[src/stc_pkg.sv]
// constants and helpers for the storage interface timing control block
package stc_pkg;

    // ********************************************************************
    // clock and time slice
    // ********************************************************************
    localparam int CLK_NS           = 10;
    localparam int MINOR_NS         = 100;
    localparam int TICKS_PER_MINOR  = MINOR_NS / CLK_NS;
    localparam int MINORS_PER_SLICE = 8;
    localparam int SLICE_TICKS      = TICKS_PER_MINOR * MINORS_PER_SLICE;
    localparam int POS_W            = 7;
    localparam int TICK_W           = 4;
    localparam int MINOR_W          = 3;

    // storage figures kept by main storage itself
    localparam int ACCESS_NS        = 385;
    localparam int CYCLE_NS         = 900;
    localparam int CYCLE_ECC_NS     = 1000;

    // slice points in ns from the slice start (E000)
    localparam int E040_NS = 40;
    localparam int E100_NS = 100;
    localparam int E150_NS = 150;
    localparam int E160_NS = 160;
    localparam int E400_NS = 400;
    localparam int E480_NS = 480;
    localparam int E500_NS = 500;
    localparam int E510_NS = 510;
    localparam int E600_NS = 600;
    // points inside a minor cycle
    localparam int T20_NS  = 20;
    localparam int T40_NS  = 40;

    // ns to slice position in clock ticks
    function automatic logic [POS_W-1:0] pos_of(input int ns);
        pos_of = POS_W'(ns / CLK_NS);
    endfunction

    localparam logic [POS_W-1:0]  P_E040 = pos_of(E040_NS);
    localparam logic [POS_W-1:0]  P_E100 = pos_of(E100_NS);
    localparam logic [POS_W-1:0]  P_E150 = pos_of(E150_NS);
    localparam logic [POS_W-1:0]  P_E160 = pos_of(E160_NS);
    localparam logic [POS_W-1:0]  P_E400 = pos_of(E400_NS);
    localparam logic [POS_W-1:0]  P_E480 = pos_of(E480_NS);
    localparam logic [POS_W-1:0]  P_E500 = pos_of(E500_NS);
    localparam logic [POS_W-1:0]  P_E510 = pos_of(E510_NS);
    localparam logic [POS_W-1:0]  P_E600 = pos_of(E600_NS);
    localparam logic [POS_W-1:0]  P_LAST = POS_W'(SLICE_TICKS - 1);
    localparam logic [TICK_W-1:0] T_T20  = TICK_W'(T20_NS / CLK_NS);
    localparam logic [TICK_W-1:0] T_T40  = TICK_W'(T40_NS / CLK_NS);
    localparam logic [TICK_W-1:0] T_LAST = TICK_W'(TICKS_PER_MINOR - 1);

    // transient registers that name a protection unit reference
    localparam logic [4:0] SRC_PROT_A = 5'h1E;
    localparam logic [4:0] SRC_PROT_B = 5'h1F;

    // ********************************************************************
    // register map
    // ********************************************************************
    localparam logic [11:0] OFS_CTRL   = 12'h000;
    localparam logic [11:0] OFS_STATUS = 12'h004;
    localparam logic [11:0] OFS_POS    = 12'h008;
    localparam int CTRL_ECC_BIT   = 0;
    localparam int CTRL_PCHK_BIT  = 1;
    localparam logic [1:0] CTRL_RST = 2'h2;
    localparam int ST_PERR_BIT    = 0;
    localparam int ST_RESYNC_BIT  = 1;
    localparam int ST_SHOLD_BIT   = 2;
    localparam int ST_AHOLD_BIT   = 3;
    localparam int ST_WFLAG_BIT   = 4;
    localparam int ST_PROT_BIT    = 5;

endpackage

[src/byte_parity_check.sv]
// odd parity check of both bytes of a storage word
`timescale 1ns/1ps
`default_nettype none
module byte_parity_check (
    input  wire logic [15:0] data,
    input  wire logic [1:0]  parity,
    output logic [1:0]       byte_err
);
    // ********************************************************************
    // checker
    // ********************************************************************
    // a good byte plus its parity bit holds an odd count of ones
    always_comb begin
        byte_err[0] = ~(^{data[15:8], parity[0]});
        byte_err[1] = ~(^{data[7:0], parity[1]});
    end
endmodule
`default_nettype wire

[src/slice_counter.sv]
// time slice position counter: minor cycles and ticks
`timescale 1ns/1ps
`default_nettype none
module slice_counter (
    input  wire logic                       clk,
    input  wire logic                       sys_rst,
    output logic [stc_pkg::POS_W-1:0]       pos,
    output logic [stc_pkg::TICK_W-1:0]      tick,
    output logic [stc_pkg::MINOR_W-1:0]     minor
);
    // ********************************************************************
    // counters
    // ********************************************************************
    // the three counts move together so decode can use any of them
    always_ff @(posedge clk) begin
        if (sys_rst || pos == stc_pkg::P_LAST) begin
            pos   <= '0;
            tick  <= '0;
            minor <= '0;
        end else begin
            pos <= pos + 1'b1;
            if (tick == stc_pkg::T_LAST) begin
                tick  <= '0;
                minor <= minor + 1'b1;
            end else begin
                tick <= tick + 1'b1;
            end
        end
    end
endmodule
`default_nettype wire

[src/storage_interface_timing_control.sv]
// storage and protection unit interface timing control
//
// The implementer's own choices: the register addresses and the APB slave port.
`timescale 1ns/1ps
`default_nettype none
module storage_interface_timing_control (
    input  wire logic        clk,
    input  wire logic        sys_rst,
    input  wire logic        psel,
    input  wire logic        penable,
    input  wire logic        pwrite,
    input  wire logic [11:0] paddr,
    input  wire logic [31:0] pwdata,
    output logic [31:0]      prdata,
    output logic             pready,
    output logic             pslverr,
    input  wire logic        load_addr_dec,
    input  wire logic        load_wdata_dec,
    input  wire logic        store_rdata_dec,
    input  wire logic        rdata_alu_dec,
    input  wire logic [4:0]  addr_src_reg,
    input  wire logic        maint_block_access,
    input  wire logic        register_address_bit4,
    input  wire logic        word_access,
    input  wire logic        byte_addr_bit15,
    input  wire logic [15:0] read_data,
    input  wire logic [1:0]  read_parity,
    input  wire logic        ecc_uncorrectable,
    output logic             main_store_write_flag,
    output logic             upper_byte_store_strobe,
    output logic             lower_byte_store_strobe,
    output logic             store_side_read_hold_n,
    output logic             alu_side_read_hold_n,
    output logic             storage_read_data_gate,
    output logic             protect_unit_register_select_n,
    output logic             ecc_register_select_n,
    output logic             protect_unit_read_gate,
    output logic             storage_access_initiate,
    output logic             resync_hold,
    output logic             block_next_load,
    output logic             file_load_strobe,
    output logic             alu_load_strobe,
    output logic             parity_error
);
    // ********************************************************************
    // slice position
    // ********************************************************************
    logic [stc_pkg::POS_W-1:0]   pos;
    logic [stc_pkg::TICK_W-1:0]  tick;
    logic [stc_pkg::MINOR_W-1:0] minor;
    logic [1:0]                  byte_err;

    slice_counter u_slice (
        .clk     (clk),
        .sys_rst (sys_rst),
        .pos     (pos),
        .tick    (tick),
        .minor   (minor)
    );

    byte_parity_check u_par (
        .data     (read_data),
        .parity   (read_parity),
        .byte_err (byte_err)
    );

    // ********************************************************************
    // reference state
    // ********************************************************************
    logic ref_q;
    logic prot_q;
    logic bit4_q;
    logic write_q;
    logic prot_src;
    logic store_hold_q;
    logic alu_hold_q;
    logic rdata_avail_q;
    logic alu_pend_q;
    logic [1:0] ctrl_q;
    logic perr_q;

    assign prot_src = (addr_src_reg == stc_pkg::SRC_PROT_A)
                   || (addr_src_reg == stc_pkg::SRC_PROT_B)
                   || maint_block_access;

    // a reference only starts at E000; it lives for one slice
    always_ff @(posedge clk) begin
        if (sys_rst) begin
            ref_q  <= 1'b0;
            prot_q <= 1'b0;
            bit4_q <= 1'b0;
        end else if (pos == '0) begin
            ref_q  <= load_addr_dec;
            prot_q <= load_addr_dec && prot_src;
            bit4_q <= register_address_bit4;
        end
    end

    // write reference is named by load write data in minor cycle 1
    always_ff @(posedge clk) begin
        if (sys_rst || pos == '0) begin
            write_q <= 1'b0;
        end else if (pos == stc_pkg::P_E100) begin
            write_q <= ref_q && load_wdata_dec;
        end
    end

    // load address outside E0 idles the sequencer till next slice
    always_ff @(posedge clk) begin
        if (sys_rst || pos == '0) begin
            resync_hold <= 1'b0;
        end else if (tick == '0 && minor != '0 && load_addr_dec) begin
            resync_hold <= 1'b1;
        end
    end

    // initiate stands through minor cycle 0; protect refs never start
    always_ff @(posedge clk) begin
        if (sys_rst || pos == stc_pkg::P_E100) begin
            storage_access_initiate <= 1'b0;
        end else if (pos == '0) begin
            storage_access_initiate <= load_addr_dec && !prot_src;
        end
    end

    // ********************************************************************
    // write flag and strobes
    // ********************************************************************
    always_ff @(posedge clk) begin
        if (sys_rst || pos == '0) begin
            main_store_write_flag <= 1'b0;
        end else if (pos == stc_pkg::P_E160 && write_q) begin
            main_store_write_flag <= 1'b1;
        end
    end

    // bit15 low picks the upper byte; word access takes both
    always_ff @(posedge clk) begin
        if (sys_rst) begin
            upper_byte_store_strobe <= 1'b0;
            lower_byte_store_strobe <= 1'b0;
        end else begin
            upper_byte_store_strobe <= main_store_write_flag
                && (word_access || !byte_addr_bit15);
            lower_byte_store_strobe <= main_store_write_flag
                && (word_access || byte_addr_bit15);
        end
    end

    // ********************************************************************
    // read holds
    // ********************************************************************
    always_ff @(posedge clk) begin
        if (sys_rst) begin
            store_hold_q <= 1'b0;
        end else if (pos == stc_pkg::P_E040 && ref_q) begin
            store_hold_q <= 1'b1;
        end else if (pos == stc_pkg::P_E160 && write_q) begin
            store_hold_q <= 1'b0;
        end else if (pos == stc_pkg::P_E510) begin
            store_hold_q <= 1'b0;
        end
    end

    always_ff @(posedge clk) begin
        if (sys_rst) begin
            alu_hold_q <= 1'b0;
        end else if (pos == stc_pkg::P_E040 && ref_q) begin
            alu_hold_q <= 1'b1;
        end else if (pos == stc_pkg::P_E160 && write_q) begin
            alu_hold_q <= 1'b0;
        end else if (pos == stc_pkg::P_E400) begin
            alu_hold_q <= 1'b0;
        end
    end

    // hold outputs are active low copies, one edge behind the internal state
    always_ff @(posedge clk) begin
        if (sys_rst) begin
            store_side_read_hold_n <= 1'b1;
            alu_side_read_hold_n   <= 1'b1;
            block_next_load        <= 1'b0;
        end else begin
            store_side_read_hold_n <= !store_hold_q;
            alu_side_read_hold_n   <= !alu_hold_q;
            // the sequencer samples this at the end of the minor cycle
            block_next_load <= (store_hold_q && store_rdata_dec)
                            || (alu_hold_q && rdata_alu_dec)
                            || resync_hold;
        end
    end

    // ********************************************************************
    // fan-in gates and selects
    // ********************************************************************
    // ecc register data rides the storage gate, not the protect gate
    always_ff @(posedge clk) begin
        if (sys_rst || pos == stc_pkg::P_E600) begin
            storage_read_data_gate <= 1'b0;
        end else if (pos == stc_pkg::P_E400 && ref_q && !write_q
                     && !(prot_q && !bit4_q)) begin
            storage_read_data_gate <= 1'b1;
        end
    end

    always_ff @(posedge clk) begin
        if (sys_rst || pos == stc_pkg::P_E600) begin
            protect_unit_read_gate <= 1'b0;
        end else if (pos == stc_pkg::P_E040 && prot_q && !bit4_q) begin
            protect_unit_read_gate <= 1'b1;
        end
    end

    // select window lets the load address steer the register address
    always_ff @(posedge clk) begin
        if (sys_rst || pos == stc_pkg::P_E150) begin
            protect_unit_register_select_n <= 1'b1;
            ecc_register_select_n          <= 1'b1;
        end else if (pos == stc_pkg::P_E040 && prot_q) begin
            protect_unit_register_select_n <= bit4_q;
            ecc_register_select_n          <= !bit4_q;
        end
    end

    // ********************************************************************
    // read data transfers
    // ********************************************************************
    always_ff @(posedge clk) begin
        if (sys_rst || pos == stc_pkg::P_E600) begin
            rdata_avail_q <= 1'b0;
        end else if (pos == stc_pkg::P_E480 && storage_read_data_gate) begin
            rdata_avail_q <= 1'b1;
        end
    end

    // file load at t40 of the starting cycle; earliest is E540
    always_ff @(posedge clk) begin
        if (sys_rst) begin
            file_load_strobe <= 1'b0;
        end else begin
            file_load_strobe <= tick == stc_pkg::T_T40 && store_rdata_dec
                             && rdata_avail_q;
        end
    end

    // alu load falls at t20 of the cycle after the one that started it
    always_ff @(posedge clk) begin
        if (sys_rst) begin
            alu_pend_q      <= 1'b0;
            alu_load_strobe <= 1'b0;
        end else begin
            if (tick == stc_pkg::T_LAST) begin
                alu_pend_q <= rdata_alu_dec && !alu_hold_q;
            end
            alu_load_strobe <= tick == stc_pkg::T_T20 && alu_pend_q
                            && rdata_avail_q;
        end
    end

    // ********************************************************************
    // error detection
    // ********************************************************************
    // parity is checked only while the ctrl pchk bit is set; with ecc fitted its own verdict counts
    logic perr_evt;
    logic perr_clr;
    assign perr_evt = pos == stc_pkg::P_E500 && storage_read_data_gate
                   && !main_store_write_flag && ctrl_q[stc_pkg::CTRL_PCHK_BIT]
                   && (ctrl_q[stc_pkg::CTRL_ECC_BIT] ? ecc_uncorrectable
                                                     : |byte_err);

    // a new error beats a software clear in the same cycle
    always_ff @(posedge clk) begin
        if (sys_rst) begin
            perr_q <= 1'b0;
        end else if (perr_evt) begin
            perr_q <= 1'b1;
        end else if (perr_clr) begin
            perr_q <= 1'b0;
        end
    end

    always_ff @(posedge clk) begin
        if (sys_rst) begin
            parity_error <= 1'b0;
        end else begin
            parity_error <= perr_q || perr_evt;
        end
    end

    // ********************************************************************
    // apb slave
    // ********************************************************************
    // one wait state: data is registered on the same edge that raises pready
    logic acc;
    logic hit;
    assign acc = psel && penable && pready;
    assign hit = paddr == stc_pkg::OFS_CTRL || paddr == stc_pkg::OFS_STATUS
              || paddr == stc_pkg::OFS_POS;
    assign perr_clr = acc && pwrite && paddr == stc_pkg::OFS_STATUS
                   && pwdata[stc_pkg::ST_PERR_BIT];

    always_ff @(posedge clk) begin
        if (sys_rst) begin
            pready  <= 1'b0;
            pslverr <= 1'b0;
            prdata  <= '0;
        end else if (psel && penable && !pready) begin
            pready  <= 1'b1;
            pslverr <= !hit;
            prdata  <= '0;
            if (!pwrite) begin
                unique case (paddr)
                    stc_pkg::OFS_CTRL:   prdata[1:0] <= ctrl_q;
                    stc_pkg::OFS_STATUS: prdata[5:0] <= {prot_q,
                        main_store_write_flag, alu_hold_q, store_hold_q,
                        resync_hold, perr_q};
                    stc_pkg::OFS_POS:    prdata[6:0] <= pos;
                    default:             prdata      <= '0;
                endcase
            end
        end else begin
            pready  <= 1'b0;
            pslverr <= 1'b0;
        end
    end

    always_ff @(posedge clk) begin
        if (sys_rst) begin
            ctrl_q <= stc_pkg::CTRL_RST;
        end else if (acc && pwrite && paddr == stc_pkg::OFS_CTRL) begin
            ctrl_q <= pwdata[1:0];
        end
    end
endmodule
`default_nettype wire

[config.mk]
export PLATFORM = sky130hd
export DESIGN_NAME = storage_interface_timing_control
export DESIGN_NICKNAME = d
export VERILOG_FILES = /design/src/stc_pkg.sv /design/src/byte_parity_check.sv /design/src/slice_counter.sv /design/src/storage_interface_timing_control.sv
export SDC_FILE = /design/constraint.sdc
export NUM_CORES = 1
export LEC_CHECK = 0
export ABC_CLOCK_PERIOD_IN_PS = 1900
export BUFFER_PORTS_ARGS = -buffer_cell sky130_fd_sc_hd__buf_2
export CAP_MARGIN = 20
export CORE_MARGIN = 5
export CORE_UTILIZATION = 25
export CTS_CLUSTER_DIAMETER = 50
export CTS_CLUSTER_SIZE = 14
export DETAILED_ROUTE_END_ITERATION = 8
export HOLD_SLACK_MARGIN = 0.05
export PLACE_DENSITY = 0.45
export SLEW_MARGIN = 5
export SYNTH_ARGS = -nofsm -noshare
export SYNTH_HDL_FRONTEND = slang
export SYNTH_SLANG_ARGS = --single-unit
[constraint.sdc]
create_clock -name clk -period 1.9 [get_ports clk]
set_clock_uncertainty 0.05 [all_clocks]
set_input_delay 0.38 -clock clk [delete_from_list [all_inputs] [get_ports clk]]
set_output_delay 0.38 -clock clk [all_outputs]
set_load 0.01 [all_outputs]
* After elaboration in Yosys (flattened, before gate mapping)
Index checks and enable logic that the tools add are counted.
** Operators by class
- Multiplexer cells :: 14
- Reduce and logical (&&, ||, !) cells :: 70
- Equal/unequal tests :: 17
- Bitwise gates (word level) :: 3
- $add $sub $neg :: 3
** Operator list (number)
- 7-bit by 6-bit equality test with 1-bit output (second input constant) :: 5
- 1-bit logical AND :: 34
- 9-bit parity :: 2
- 7-bit by 4-bit equality test with 1-bit output (second input constant) :: 2
- 1-bit logical OR :: 14
- 12-bit by 3-bit equality test with 1-bit output (second input constant) :: 1
- 12-bit by 4-bit equality test with 1-bit output (second input constant) :: 1
- 12-bit zero test :: 1
- 1-bit two-way mux :: 11
- 5-bit equality test (second input constant) :: 2
- 1-bit zero test :: 10
- 3-bit nonzero test :: 3
- 4-bit case mux with 2 select lines :: 1
- 7-bit by 1-bit adder with 7-bit output (second input constant) :: 1
- 7-bit by 3-bit equality test with 1-bit output (second input constant) :: 1
- 7-bit by 5-bit equality test with 1-bit output (second input constant) :: 1
- 7-bit equality test (second input constant) :: 1
- 7-bit zero test :: 1
- 7-bit two-way mux :: 1
- 2-bit case mux with 3 select lines :: 1
- 2-bit OR reduction :: 3
- 4-bit by 1-bit adder with 4-bit output (second input constant) :: 1
- 4-bit by 2-bit equality test with 1-bit output (second input constant) :: 1
- 4-bit by 3-bit equality test with 1-bit output (second input constant) :: 1
- other kinds (5) :: 7
** Word-level totals
- Register bits after elaboration :: 74
- Input port bits :: 81
- Logic and storage cells :: 138
- Output and inout bits :: 49

* Longest topological paths before layout
- Word-level depth :: 7
- Gate-level depth with buffers :: 8
- Mapped depth without buffers :: 7

* Modules after synthesis
From an unflattened synthesis, not the netlist that was laid out.
** Second synthesis, totals
- Cell total of the unflattened synthesis :: 287
- Area, all modules :: 2586.2 µm²
** Modules (own cells, without submodules)
- storage_interface_timing_control :: cells an instance 211, times used 1, area an instance 1820.5 µm²
- slice_counter :: cells an instance 62, times used 1, area an instance 615.6 µm²
- byte_parity_check :: cells an instance 14, times used 1, area an instance 150.1 µm²

* Worst setup path before layout
Ideal clock, no wire load.
- Path kind :: flip-flop to flip-flop
- Start :: register u_slice.pos[0] (netlist bit)
- End :: register u_slice.tick[2] (netlist bit)
- Path buffers :: 2
- Data required time :: 1.788 ns
- Library setup time :: 0.062 ns
- Setup slack :: 0.251 ns
- Arrival :: 1.537 ns
- Stages on the path, launching flop included :: 8
- Cells stage by stage :: dfxtp_1 > ha_1 > and3_1 > buf_6 > a31o_1 > buf_6 > or2_4 > nor2_2
** On the way
- Longest elaborated chain between the ends :: 3
** Ends and longest elaborated chain
- from (decl) :: line slice_counter.sv:7 : output logic [stc_pkg::POS_W-1:0] pos,
- from (signal assigned) :: line slice_counter.sv:21 : pos <= pos + 1'b1;
- 7-bit equality test :: line slice_counter.sv:16 : if (sys_rst || pos == stc_pkg::P_LAST) begin
- 1-bit logical OR :: line slice_counter.sv:16
- 2-bit OR reduction (no source line)
- to (signal assigned) :: line slice_counter.sv:26 : tick <= tick + 1'b1;
- to (decl) :: line slice_counter.sv:8 : output logic [stc_pkg::TICK_W-1:0] tick,
Every way passes these cells.
A chain may end at the register's enable or synchronous reset.

* Worst setup path in the final report
- Start :: register u_slice.pos[0] (netlist bit)
- End :: register storage_access_initiate
** On the way
- Longest elaborated chain between the ends :: 2
- Elaborated cells between the ends (all ways) :: 3
- Classes of those cells :: 1 x eq/ne; 2 x reduce/logical
** Ends and longest elaborated chain
- 7-bit by 4-bit equality test with 1-bit output :: line storage_interface_timing_control.sv:119 : if (sys_rst || pos == stc_pkg::P_E100) begin
- 1-bit logical OR :: line storage_interface_timing_control.sv:119
- to (signal assigned) :: line storage_interface_timing_control.sv:122 : storage_access_initiate <= load_addr_dec && !prot_src;
- to (decl) :: line storage_interface_timing_control.sv:38 : output logic storage_access_initiate,
Several ways; a longest one is shown, not always the timed one.

==> out/qor.yml <==
global_routing:
  grt_max_degree: 23
  antenna_found_initial: 0
  grt_pass1_vias: 1972
  track_usage: 0.0969
  overflow: 0
  grt_pass1_wl_mm: 9.85
sta:
  finalCritPeriodShare: 0.905
  hold_viol_final: 0
  finalCriticalPeriod_ns: 1.72
  tns_ns: 0
  fmax_mhz: 581
  setup_viol: 0
  hold-worst-slack_ns: 0.210
  maxSlewViolCount: 0
  rsz0062_at_grt: "false"
synth:
  yosys_warnings: 0
  synth-edff-count: 0
  synthesis.instances: 283
  synth.top_cell.area_share: 0.385
  syn_avg_cell_area_um2: 9.00
  syn_area_um2: 2550
  ys_async_sr_fraction: 0
  synth.distinct_cells: 49
  synthTopCellsByArea: "dfxtp_1 39%, buf_4 8.0%, nor2_1 5.5%"
  yosysTopAreaCell: "dfxtp_1"
  ys.flop_type: "dfxtp_1"
  ys_seq_elements: 49
  yosysSeqAreaShare: 0.385
floorplan:
  die_h_um: 111
  coreArea_um2: 9860
  start_util: 0.258
  ios: 130
  die_w_um: 111
  rows: 36
  dieArea_um2: 12300
route:
  drc: 0
  finalWirelength_mm: 6.21
  firstDrtPassIters: 4
  wl_per_cell_um: 12.7
  vias: 2051
  drt-initial-drc-count: 62
  ant_nets: 0
  viasPerCell: 4.20
worst_hold_path:
  min_to: "upper_byte_store_strobe"
  min-delay-start: "byte_addr_bit15"
  min_path_type: "input port to flip-flop"
  whs_path_depth: 2
setup_path:
  endpoint_kind: "flip-flop"
  rr_endpoint: "storage_access_initiate"
  reg2reg_slack_ns: 0.18
  worstSetupPathType: "flip-flop to flip-flop"
  reg2regPathDepth: 7
  setup.worst_path.start: "u_slice.pos[0]"
  crit_required_ns: 2.01
  r2r-start: "u_slice.pos[0]"
  crit_arrival_ns: 1.83
  start_kind: "flip-flop"
  cp_max_fo: 6
clock_tree:
  cts.path.max_buffers: 2
  path_clk_slew_ns: 0.09
  clkLatencyLatePin_ns: 0.31
  htree_num_levels: 2
  cts_sinks: 49
  clockRootBuffer: "clkbuf_8"
  cts_setup_buffers: 0
  cts_tree: "built"
  cts_made_buffers: 5
cells_and_area:
  layout_common_cells: "73 x buf_2, 49 x dfxtp_1, 37 x nor2_1"
  drive_gt1_frac: 0.279
  nets: 444
  layout_commonest_cell: "buf_2"
  antenna_cells: 0
  area_delta_synth_final_pct: 19.2
  fin_area_um2: 3040
  fill_cells: 1062
status:
  status: "complete, no violations"
power:
  p_per_area_nw_per_um2: 665
  peakVddDrop_mv: 0.284
  total_power_mw: 2.02
  p_leak_nw: 1.34
placement:
  gp_congestion: 0.812
  io_buffers: 73
  dpl_cell_area_um2: 2940
  post-dp-hpwl_mm: 4.87
run:
  cap_violations: 0
==> flip-flops by register name, summed over array words and instances (netlist names), 2 cells and up <==
| name | cells |
|---|---|
| u_slice.minor | 3 |
| ctrl_q | 2 |
| prdata | 7 |
| u_slice.pos | 7 |
| u_slice.tick | 4 |
==> layout make-up <==
type / count / area, µm² / area share
clock buffers: 6 / 82.6 / 0.0272
clock inverters: 2 / 13.8 / 0.00453
inverters: 12 / 45.0 / 0.0148
multi-input cells: 208 / 1340 / 0.443
flip-flops and latches: 49 / 981 / 0.323
well taps: 133 / 166 / 0.0548
repair buffers: 78 / 403 / 0.133
==> layer usage <==
metal,vias to the layer above,part of all wire,GRT usage
met3,10,0.084,0.0349
met4,0,0.016,0.0312
met1,914,0.46,0.124
met5,-,0,0
li1,1050,-,-
met2,77,0.44,0.151
==> Yosys cell counts (2+ instances only) <==
cell	instances
inv_1	11
a211o_1	2
o21ai_0	5
nand2b_1	5
a41oi_1	2
clkbuf_1	3
and3_1	5
nor3_1	6
buf_4	27
a22oi_1	7
buf_6	3
xnor3_1	2
nand2_1	18
nor2b_1	7
dfxtp_1	49
ha_1	9
nand3b_1	3
buf_1	2
xnor2_1	12
nor4_2	2
nor2_2	2
xor2_1	8
a22o_1	4
nor2_1	37
nor4_4	2
nand3_1	7
a21oi_1	12
mux2i_1	5
nor4b_1	2
nand4_1	3
buf_2	3
==> how the worst max path moves through the flow <==
stage               cells after the start  slack, ns                      end
detailed placement                      6       0.02                   perr_q
global route                            7       0.07                   perr_q
global placement                        6      0.009                   perr_q
floorplan                               7       0.25          u_slice.tick[2]
CTS                                     7       0.15  storage_access_initiate
finish                                  7       0.18  storage_access_initiate
==> per-stage QoR <==
step,setup WS (ns),instances,util
floorplan,0.251,307,-
global placement,0.00865,480,0.298
detailed placement,0.0218,480,0.298
CTS,0.153,488,0.307
global route,0.0733,488,0.308
finish,0.180,488,0.308
==> cell families after synthesis <==
group                      share of synthesized area
AOI/OAI and AO/OA                              0.119
xor gates and xnor gates                      0.0864
adders and majority gates                     0.0442
buffers and inverters                          0.124
DFF                                            0.385
muxes                                         0.0196
other                                        0.00147
and+or+nand+nor                                0.220
==> power breakdown <==
group | internal, mW | switching (mW)
combinational | 0.137 | 0.152
clock | 0.296 | 0.358
sequential | 1.05 | 0.0280
total | 1.48 | 0.539
==> worst max-delay path, cell delays in order (launching register included) <==
cell	delay (ns)
dfxtp_1	0.46
inv_1	0.10
ha_1	0.24
nor2b_2	0.19
and2_1	0.17
and3_1	0.16
a21oi_1	0.15
a311oi_2	0.06
==> repair_timing <==
item                                   CTS  global route
resized for setup                        0             1
endpoints found under the hold margin    0             0
hold buffers                             0             0
setup endpoints to repair                0             2
No activity file was read; power rests on OpenSTA's default activity.
